[src/chsr_pkg.sv]
// package: shared constants for the card host strobe and ready block
package chsr_pkg;

  // ------------------------------------------------------------
  // interface modes
  // ------------------------------------------------------------
  typedef enum logic [1:0] {
    CHSR_MODE_MEM,
    CHSR_MODE_IO,
    CHSR_MODE_DISK
  } chsr_mode_type;

  // ------------------------------------------------------------
  // timing
  // ------------------------------------------------------------
  localparam int unsigned CLK_PERIOD_NS = 10;
  // default time for internal power-up or reset processing, in ns
  localparam int unsigned BUSY_TIME_NS = 1000;
  localparam int unsigned BUSY_CYCLES = (BUSY_TIME_NS + CLK_PERIOD_NS - 1) / CLK_PERIOD_NS;
  localparam int unsigned BUSY_CNT_W = 16;

  // ------------------------------------------------------------
  // bus widths and reset values
  // ------------------------------------------------------------
  localparam int unsigned DATA_W = 16;
  localparam int unsigned BYTE_W = 8;
  localparam logic [15:0] DATA_RST = 16'h0000;

endpackage

[src/chsr_core.sv]
// module: host-facing strobes, read acknowledge and ready line of the card
//
// What this block does
// - in I/O mode assert read acknowledge only while selected and answering I/O read.
// - memory mode leaves acknowledge idle and ignores I/O read and write strobes.
// - while I/O read strobe is low in I/O operation, drive read data.
// - I/O write strobe pulse loads bus data into the addressed register.
// - write data is captured on the rising, trailing edge of the write strobe.
// - disk-native mode treats I/O read and write strobes as in I/O mode, except that read acknowledge stays idle.
// - memory mode output enable returns common memory, info structure, config data.
// - in I/O mode output enable serves only info structure and config reads.
// - memory mode ready line high when ready, low when busy.
// - after power-up or reset ready line stays low until processing ends.
// - powered up with reset held open or asserted, ready line stays high.
// - outside disk-native mode, high enable selects odd byte; low enable picks byte by address bit zero.
// - disk-native register accesses, low-enable-only reads: low eight lines; high enable alone outside disk-native mode: high eight; others all sixteen.
`timescale 1ns/100ps
module chsr_core #(
  parameter int unsigned BUSY_CYCLES = chsr_pkg::BUSY_CYCLES
) (
  input wire logic clk_i,
  input wire logic rst_n_i,
  // host pins, asynchronous to clk_i
  input wire logic io_read_strobe_n_i,
  input wire logic io_write_strobe_n_i,
  input wire logic output_enable_n_i,
  input wire logic disk_mode_select_n_i,
  input wire logic [1:0] byte_lane_enables_n_i,
  input wire logic addr0_i,
  input wire logic attr_select_n_i,
  input wire logic card_reset_pin_i,
  input wire logic [15:0] host_data_i,
  // device configuration and status
  input wire logic io_configured_i,
  input wire logic io_addr_hit_i,
  input wire logic task_file_sel_i,
  input wire logic card_busy_i,
  input wire logic reset_request_i,
  input wire logic reset_held_from_power_i,
  // internal data sources
  input wire logic [15:0] io_read_data_i,
  input wire logic [15:0] mem_read_data_i,
  input wire logic [15:0] attr_read_data_i,
  // outputs to host pins
  output logic read_response_ack_n_o,
  output logic [15:0] card_data_o,
  output logic [1:0] card_data_oe_n_o,
  output logic card_ready_line_o,
  // internal write side
  output logic io_write_pulse_o,
  output logic [15:0] io_write_data_o,
  output logic [1:0] io_write_lanes_o,
  output chsr_pkg::chsr_mode_type mode_o
);

  // ------------------------------------------------------------
  // pin synchronisation
  // ------------------------------------------------------------
  localparam int unsigned PIN_W = 8;
  localparam logic [PIN_W-1:0] PIN_RST = 8'h3F;
  logic [PIN_W-1:0] pins_s;
  logic [15:0] data_s;
  logic io_read_strobe_n_n_s;
  logic io_write_strobe_n_n_s;
  logic oe_n_s;
  logic disk_sel_n_s;
  logic [1:0] ce_n_s;
  logic a0_s;
  logic reg_n_s;

  chsr_sync #(.WIDTH(PIN_W), .RST_VAL(PIN_RST)) u_pin_sync (
    .clk_i(clk_i),
    .rst_n_i(rst_n_i),
    .d_i({addr0_i, attr_select_n_i, byte_lane_enables_n_i, disk_mode_select_n_i,
          output_enable_n_i, io_write_strobe_n_i, io_read_strobe_n_i}),
    .q_o(pins_s)
  );

  chsr_sync #(.WIDTH(chsr_pkg::DATA_W), .RST_VAL(chsr_pkg::DATA_RST)) u_data_sync (
    .clk_i(clk_i),
    .rst_n_i(rst_n_i),
    .d_i(host_data_i),
    .q_o(data_s)
  );

  assign io_read_strobe_n_n_s = pins_s[0];
  assign io_write_strobe_n_n_s = pins_s[1];
  assign oe_n_s = pins_s[2];
  assign disk_sel_n_s = pins_s[3];
  assign ce_n_s = pins_s[5:4];
  assign reg_n_s = pins_s[6];
  assign a0_s = pins_s[7];

  // ------------------------------------------------------------
  // mode selection
  // ------------------------------------------------------------
  // a grounded select pin means disk-native mode
  chsr_pkg::chsr_mode_type mode;
  logic io_like;
  logic selected;
  assign mode = !disk_sel_n_s ? chsr_pkg::CHSR_MODE_DISK :
                (io_configured_i ? chsr_pkg::CHSR_MODE_IO : chsr_pkg::CHSR_MODE_MEM);
  assign io_like = (mode != chsr_pkg::CHSR_MODE_MEM);
  assign selected = (ce_n_s != 2'b11);
  assign mode_o = mode;

  // ------------------------------------------------------------
  // byte lane steering
  // ------------------------------------------------------------
  // word bytes addressed: bit 0 the even byte, bit 1 the odd byte
  function automatic logic [1:0] lanes_f(input logic [1:0] ce_n, input logic a0,
                                         input logic disk);
    logic [1:0] l;
    l = 2'b00;
    if (disk) begin
      l = 2'b11;
    end else if (ce_n == 2'b00) begin
      l = 2'b11;
    end else if (ce_n == 2'b10) begin
      l = a0 ? 2'b10 : 2'b01;
    end else if (ce_n == 2'b01) begin
      l = 2'b10;
    end
    return l;
  endfunction

  // with only the low enable, the odd byte travels on d[7:0] in both directions
  function automatic logic [15:0] steer_f(input logic [15:0] d, input logic [1:0] ce_n,
                                          input logic a0, input logic to_host);
    logic [15:0] r;
    r = d;
    if (ce_n == 2'b10 && a0) begin
      r = to_host ? {d[15:8], d[15:8]} : {d[7:0], d[7:0]};
    end
    return r;
  endfunction

  logic [1:0] lanes;
  logic [1:0] rd_lanes;
  logic disk_task;
  assign disk_task = (mode == chsr_pkg::CHSR_MODE_DISK) && task_file_sel_i;
  assign lanes = lanes_f(ce_n_s, a0_s, mode == chsr_pkg::CHSR_MODE_DISK);
  assign rd_lanes = (disk_task || ce_n_s == 2'b10) ? 2'b01 : lanes;

  // ------------------------------------------------------------
  // read decode
  // ------------------------------------------------------------
  // output enable in I/O mode only reaches attribute space; in disk-native mode it reaches nothing
  logic io_rd;
  logic oe_mem_rd;
  logic oe_attr_rd;
  logic rd_any;
  assign io_rd = io_like && selected && !io_read_strobe_n_n_s && io_addr_hit_i;
  assign oe_mem_rd = (mode == chsr_pkg::CHSR_MODE_MEM) && selected && !oe_n_s && reg_n_s;
  assign oe_attr_rd = (mode != chsr_pkg::CHSR_MODE_DISK) && selected && !oe_n_s
                      && !reg_n_s;
  assign rd_any = io_rd || oe_mem_rd || oe_attr_rd;

  logic [15:0] rd_src;
  assign rd_src = io_rd ? io_read_data_i : (oe_mem_rd ? mem_read_data_i : attr_read_data_i);

  logic [15:0] data_q;
  logic [1:0] oe_n_q;
  logic ack_n_q;

  // registered drive; released one edge after strobe or select goes away
  always_ff @(posedge clk_i or negedge rst_n_i) begin
    if (!rst_n_i) begin
      data_q <= chsr_pkg::DATA_RST;
      oe_n_q <= 2'b11;
      ack_n_q <= 1'b1;
    end else begin
      data_q <= steer_f(rd_src, ce_n_s, a0_s, 1'b1);
      oe_n_q <= rd_any ? ~rd_lanes : 2'b11;
      ack_n_q <= !(io_rd && mode == chsr_pkg::CHSR_MODE_IO);
    end
  end

  assign card_data_o = data_q;
  assign card_data_oe_n_o = oe_n_q;
  assign read_response_ack_n_o = ack_n_q;

  // ------------------------------------------------------------
  // write capture
  // ------------------------------------------------------------
  // the strobe is sampled one cycle back so its rising edge can be seen
  logic io_write_strobe_n_n_q;
  logic wr_sel_q;
  logic [15:0] wr_data_q;
  logic [1:0] wr_lanes_q;
  logic wr_pulse_q;
  logic wr_rise;
  assign wr_rise = !io_write_strobe_n_n_q && io_write_strobe_n_n_s;

  always_ff @(posedge clk_i or negedge rst_n_i) begin
    if (!rst_n_i) begin
      io_write_strobe_n_n_q <= 1'b1;
      wr_sel_q <= 1'b0;
      wr_data_q <= chsr_pkg::DATA_RST;
      wr_lanes_q <= 2'b00;
      wr_pulse_q <= 1'b0;
    end else begin
      io_write_strobe_n_n_q <= io_write_strobe_n_n_s;
      // data tracks the bus while strobe is low; last low sample is kept
      if (!io_write_strobe_n_n_s) begin
        wr_sel_q <= io_like && selected && io_addr_hit_i;
        wr_data_q <= steer_f(data_s, ce_n_s, a0_s, 1'b0);
        wr_lanes_q <= disk_task ? 2'b01 : lanes;
      end
      wr_pulse_q <= wr_rise && wr_sel_q && io_like;
    end
  end

  assign io_write_pulse_o = wr_pulse_q;
  assign io_write_data_o = wr_data_q;
  assign io_write_lanes_o = wr_lanes_q;

  // ------------------------------------------------------------
  // ready line
  // ------------------------------------------------------------
  // the busy count restarts on every reset request; a held reset pin disables busy
  logic [chsr_pkg::BUSY_CNT_W-1:0] busy_cnt_q;
  logic [chsr_pkg::BUSY_CNT_W-1:0] busy_cnt_d;
  logic init_busy;
  logic rdy_q;
  logic no_busy;
  localparam logic [chsr_pkg::BUSY_CNT_W-1:0] BUSY_LOAD = BUSY_CYCLES[chsr_pkg::BUSY_CNT_W-1:0];
  assign init_busy = (busy_cnt_q != '0);
  assign no_busy = reset_held_from_power_i || card_reset_pin_i;
  assign busy_cnt_d = reset_request_i ? BUSY_LOAD :
                      (init_busy ? busy_cnt_q - 1'b1 : busy_cnt_q);

  always_ff @(posedge clk_i or negedge rst_n_i) begin
    if (!rst_n_i) begin
      busy_cnt_q <= BUSY_LOAD;
      rdy_q <= 1'b0;
    end else begin
      busy_cnt_q <= busy_cnt_d;
      rdy_q <= no_busy || (!init_busy && !reset_request_i && !card_busy_i);
    end
  end

  assign card_ready_line_o = rdy_q;
endmodule

[src/chsr_sync.sv]
// module: two flip-flop synchroniser for a bundle of pin levels
`timescale 1ns/100ps
module chsr_sync #(
  parameter int unsigned WIDTH = 1,
  parameter logic [WIDTH-1:0] RST_VAL = '0
) (
  input wire logic clk_i,
  input wire logic rst_n_i,
  input wire logic [WIDTH-1:0] d_i,
  output logic [WIDTH-1:0] q_o
);

  logic [WIDTH-1:0] meta_q;
  logic [WIDTH-1:0] sync_q;

  // first stage is read only by the second stage
  always_ff @(posedge clk_i or negedge rst_n_i) begin
    if (!rst_n_i) begin
      meta_q <= RST_VAL;
      sync_q <= RST_VAL;
    end else begin
      meta_q <= d_i;
      sync_q <= meta_q;
    end
  end

  assign q_o = sync_q;

endmodule

[config.mk]
export PLATFORM = sky130hd
export DESIGN_NAME = chsr_core
export DESIGN_NICKNAME = d
export VERILOG_FILES = /design/src/chsr_pkg.sv /design/src/chsr_core.sv /design/src/chsr_sync.sv
export SDC_FILE = /design/constraint.sdc
export NUM_CORES = 1
export LEC_CHECK = 0
export BUFFER_PORTS_ARGS = -buffer_cell sky130_fd_sc_hd__buf_2
export CAP_MARGIN = 10
export CORE_ASPECT_RATIO = 1.4
export CORE_MARGIN = 2
export CORE_UTILIZATION = 50
export CTS_CLUSTER_DIAMETER = 50
export DETAILED_ROUTE_END_ITERATION = 8
export PLACE_DENSITY = 0.78
export SLEW_MARGIN = 20
export SYNTH_ARGS = -nofsm -noshare
export SYNTH_HDL_FRONTEND = slang
export SYNTH_HIERARCHICAL = 1
export SYNTH_SLANG_ARGS = --single-unit
[constraint.sdc]
create_clock -name clk_i -period 2.2 [get_ports clk_i]
set_input_delay 0.11 -clock clk_i [delete_from_list [all_inputs] [get_ports clk_i]]
set_output_delay 0.11 -clock clk_i [all_outputs]
set_load 0.03 [all_outputs]
==> summary.txt <==
run status = completed
worst-margin pin slew = 0.623 ns
site row count = 39
endpoint arrival time on the critical path = 2.34 ns
Clk network pwr share = 35.6%
pin count of the biggest net entering global routing = 106
crit-path max FO = 4
maximum number of buffers from clock root to sink = 2
Post-Syn Instances = 352
most frequent standard cell in the layout excluding fill and tap cells = sky130_fd_sc_hd__buf_2
minimum hold slack = 0.0328 ns
proportion of power drawn by combinational gates = 14.1%
count of distinct cell types in the synthesized netlist = 42
fraction of final layout cells sized beyond drive strength 1 = 35.8%
Setup violations, final = 0
critical path required time = 2.48 ns
Die Span X = 80.9 µm
Post-Syn Area per Cell = 11.7 µm²
Diodes inserted = 0
sequential cell fraction of total power = 50.3%
total clock buffers created by CTS = 9
Power Internal = 0.00313 W
wire per inst = 14.9 µm
Post-Route Skew = 0.00985 ns
critical path class = register to register
capturing element type of the critical path = register
global-route wire length before repair = 14700 µm
Final Non-Filler Cells = 613
residual antenna-violating net count after detailed routing = 0
via total after detailed routing = 3267
Warnings, synthesis = 6
Static Leak = 2.56 nW
initial antenna violation count = 0
post-DP HPWL = 6160 µm
NumNets Final = 588
root cell of the clock tree = sky130_fd_sc_hd__clkbuf_16
pre-CTS setup slack = 0.253 ns
number of sinks driven by the clock tree = 105
max-capacitance violation count = 0
GRT overflow = 0
drc violations = 0
highest clock rate = 486 MHz
vias in the first global route = 3177
number of hold-slack violations in the final timing report = 0
Layout area overhead = 32.6%
Switching Fraction = 26.7%
Pre-antenna DRT Iters = 4
die extent in y = 112 µm
worst path setup slack after routing = 0.141 ns
num ports = 122
net load switching power = 0.00114 W
Die Footprint = 9020 µm²
Clock Latency Late Sink = 0.35 ns
net count after synthesis = 434
Pwr Density = 779 nW/µm²
GRT Resource Usage Total = 21.2%
detail-routed via count per cell = 5.33
clock period minus worst slack = 2.06 ns
Util after Layout = 67.7%
clock-pin slew on the worst setup and hold paths = 0.07 ns
level count of the clock H-tree = 3
sequential fraction of the synthesis area = 64.1%
Final Wtd Congestion = 0.877
Core Footprint = 8100 µm²
cell area after synthesis = 4130 µm²
starting density of the core = 51.0%
min-delay worst type = input pin to register
drt first-iter violations = 153
setup TNS after final layout = 0 ns
total of flip-flops plus latches after synthesis = 105
instance count after placement with tap cells included = 565
total wire length after detailed routing = 9130 µm
kind of launch point of the worst setup path = register
Max rail drop VDD = 0.881 mV
max_slew headroom = 58.4%
most frequent cells in the layout = sky130_fd_sc_hd__buf_2 (120), sky130_fd_sc_hd__dfrtp_1 (86), sky130_fd_sc_hd__o21ai_0 (31), sky130_fd_sc_hd__dlygate4sd3_1 (31), sky130_fd_sc_hd__nor2_1 (28)
max-slew violation count = 0
share of the cycle needed by the critical path after routing = 93.6%
count of buffers inserted at the top-level ports = 121
CTS tree = done
state kept, by name (all words and copies together), names as in the netlist:
name and count:
card_data_oe_n_o 2, u_data_sync/q_o 16, card_data_o 16, busy_cnt_q 16, io_write_data_o 16, wr_sel_q 1, read_response_ack_n_o 1, u_pin_sync/meta_q 8
io_write_pulse_o 1, io_write_lanes_o 2, u_pin_sync/q_o 8, u_data_sync/meta_q 16, io_write_strobe_n_n_q 1, card_ready_line_o 1
per-layer routing:
layer | global-route usage, % | wire (µm) | vias up
li1 | - | - | 1560
met2 | 35.5 | 4630 | 145
met1 | 26.0 | 3720 | 1547
met5 | 0 | 0 | -
met3 | 5.43 | 600 | 15
met4 | 8.14 | 176 | 0
worst max-delay path, cell delays in order (launching register included):
cell                            delay (ns)
sky130_fd_sc_hd__dfrtp_1              0.45
sky130_fd_sc_hd__inv_1                0.08
sky130_fd_sc_hd__ha_1                 0.21
sky130_fd_sc_hd__nor4b_2              0.22
sky130_fd_sc_hd__nand4_1              0.22
sky130_fd_sc_hd__o31ai_1              0.24
sky130_fd_sc_hd__dlygate4sd3_1        0.58
cell usage after synthesis:
cell type,instances,area [µm²]
sky130_fd_sc_hd__and4b_1,1,10.0
sky130_fd_sc_hd__o21ai_0,31,155
sky130_fd_sc_hd__o22ai_1,8,50.1
sky130_fd_sc_hd__nor4b_1,1,8.76
sky130_fd_sc_hd__and3_1,2,12.5
sky130_fd_sc_hd__nor2_1,28,105
sky130_fd_sc_hd__or3_1,2,12.5
sky130_fd_sc_hd__xnor2_1,1,8.76
sky130_fd_sc_hd__dfrtp_1,86,2150
sky130_fd_sc_hd__nor2b_1,6,37.5
sky130_fd_sc_hd__buf_2,7,35.0
sky130_fd_sc_hd__nor4_2,2,25.0
sky130_fd_sc_hd__nand4b_1,2,17.5
sky130_fd_sc_hd__o41ai_2,1,16.3
sky130_fd_sc_hd__nor4_4,1,21.3
sky130_fd_sc_hd__nand3b_1,2,15.0
sky130_fd_sc_hd__a31oi_1,16,100
sky130_fd_sc_hd__nand2b_1,1,6.26
sky130_fd_sc_hd__or4_4,2,22.5
sky130_fd_sc_hd__clkbuf_1,10,37.5
sky130_fd_sc_hd__nor3_1,3,15.0
sky130_fd_sc_hd__nand2_1,19,71.3
sky130_fd_sc_hd__o311ai_1,1,8.76
sky130_fd_sc_hd__mux2_2,10,113
sky130_fd_sc_hd__o31ai_1,4,30.0
sky130_fd_sc_hd__mux2i_1,10,100
sky130_fd_sc_hd__buf_1,2,7.51
sky130_fd_sc_hd__dfstp_2,19,499
sky130_fd_sc_hd__nand4_1,2,12.5
sky130_fd_sc_hd__xor2_1,2,17.5
sky130_fd_sc_hd__nor3b_4,1,18.8
sky130_fd_sc_hd__ha_1,1,12.5
sky130_fd_sc_hd__or4_1,3,22.5
sky130_fd_sc_hd__a211oi_1,17,128
sky130_fd_sc_hd__nand3_1,8,40.0
sky130_fd_sc_hd__o211ai_1,1,7.51
sky130_fd_sc_hd__mux2_1,1,11.3
sky130_fd_sc_hd__nor4_1,2,12.5
sky130_fd_sc_hd__a21oi_1,10,50.1
sky130_fd_sc_hd__and2_1,1,6.26
sky130_fd_sc_hd__nor3b_1,2,15.0
sky130_fd_sc_hd__inv_1,23,86.3
final cells by class:
class / count / area [µm²]
well taps: 102 / 128
inverters: 23 / 86.3
repair buffers: 162 / 1010
clock buffers: 11 / 243
multi-input cells: 205 / 1320
fillers: 625 / 2620
clock inverters: 5 / 43.8
flip-flops and latches: 105 / 2650
kinds of logic after synthesis:
logic type,share of synthesized area (%)
xor gates and xnor gates,0.636
muxes,5.42
adders and majority gates,0.303
buffers and inverters,4.03
and+or+nand+nor,12.3
AOI/OAI and AO/OA,13.2
DFF,64.1
final timing paths:
check                                                   to  depth (start not counted)                            start  slack (ns)
setup reg to reg               card_ready_line_o$_DFF_PN0_                          6        busy_cnt_q[0]$_DFFE_PN0P_        0.14
setup / recovery               card_ready_line_o$_DFF_PN0_                          6        busy_cnt_q[0]$_DFFE_PN0P_        0.14
hold / removal                   card_data_o[15]$_DFF_PN0_                          3               io_read_data_i[15]        0.03
max in group asynchronous  read_response_ack_n_o$_DFF_PN1_                          3                          rst_n_i        1.42
min in group asynchronous         card_data_o[5]$_DFF_PN0_                          3                          rst_n_i        0.35
hold reg to reg               u_data_sync/q_o[4]$_DFF_PN0_                          0  u_data_sync/meta_q[4]$_DFF_PN0_        0.35
power groups by stage:
| stage | registers [W] | clock network (W) | logic [W] |
|---|---|---|---|
| finish | 0.00215 | 0.00152 | 0.000601 |
| global route | 0.00216 | 0.00165 | 0.000652 |
| CTS | 0.00215 | 0.00157 | 0.000603 |
| detailed placement | 0.00218 | 0 | 0.000559 |
| global placement | 0.00217 | 0 | 0.000546 |
| floorplan | 0.00230 | 0 | 0.000192 |
stage by stage:
step                      instance area [µm²]  total power (W)
after floorplan                          4130          0.00250
after global placement                   4870          0.00272
after detailed placement                 4870          0.00274
after CTS                                5470          0.00432
after global routing                     5480          0.00447
final                                    5480          0.00427
repair_timing:
action | CTS | global route
hold buffers | 31 | 0
endpoints found under the hold margin | 115 | 0
buffers inserted | 0 | 1
gates resized for setup | 0 | 1
setup endpoints to repair | 0 | 1
Power figures use the tool's default switching activity.
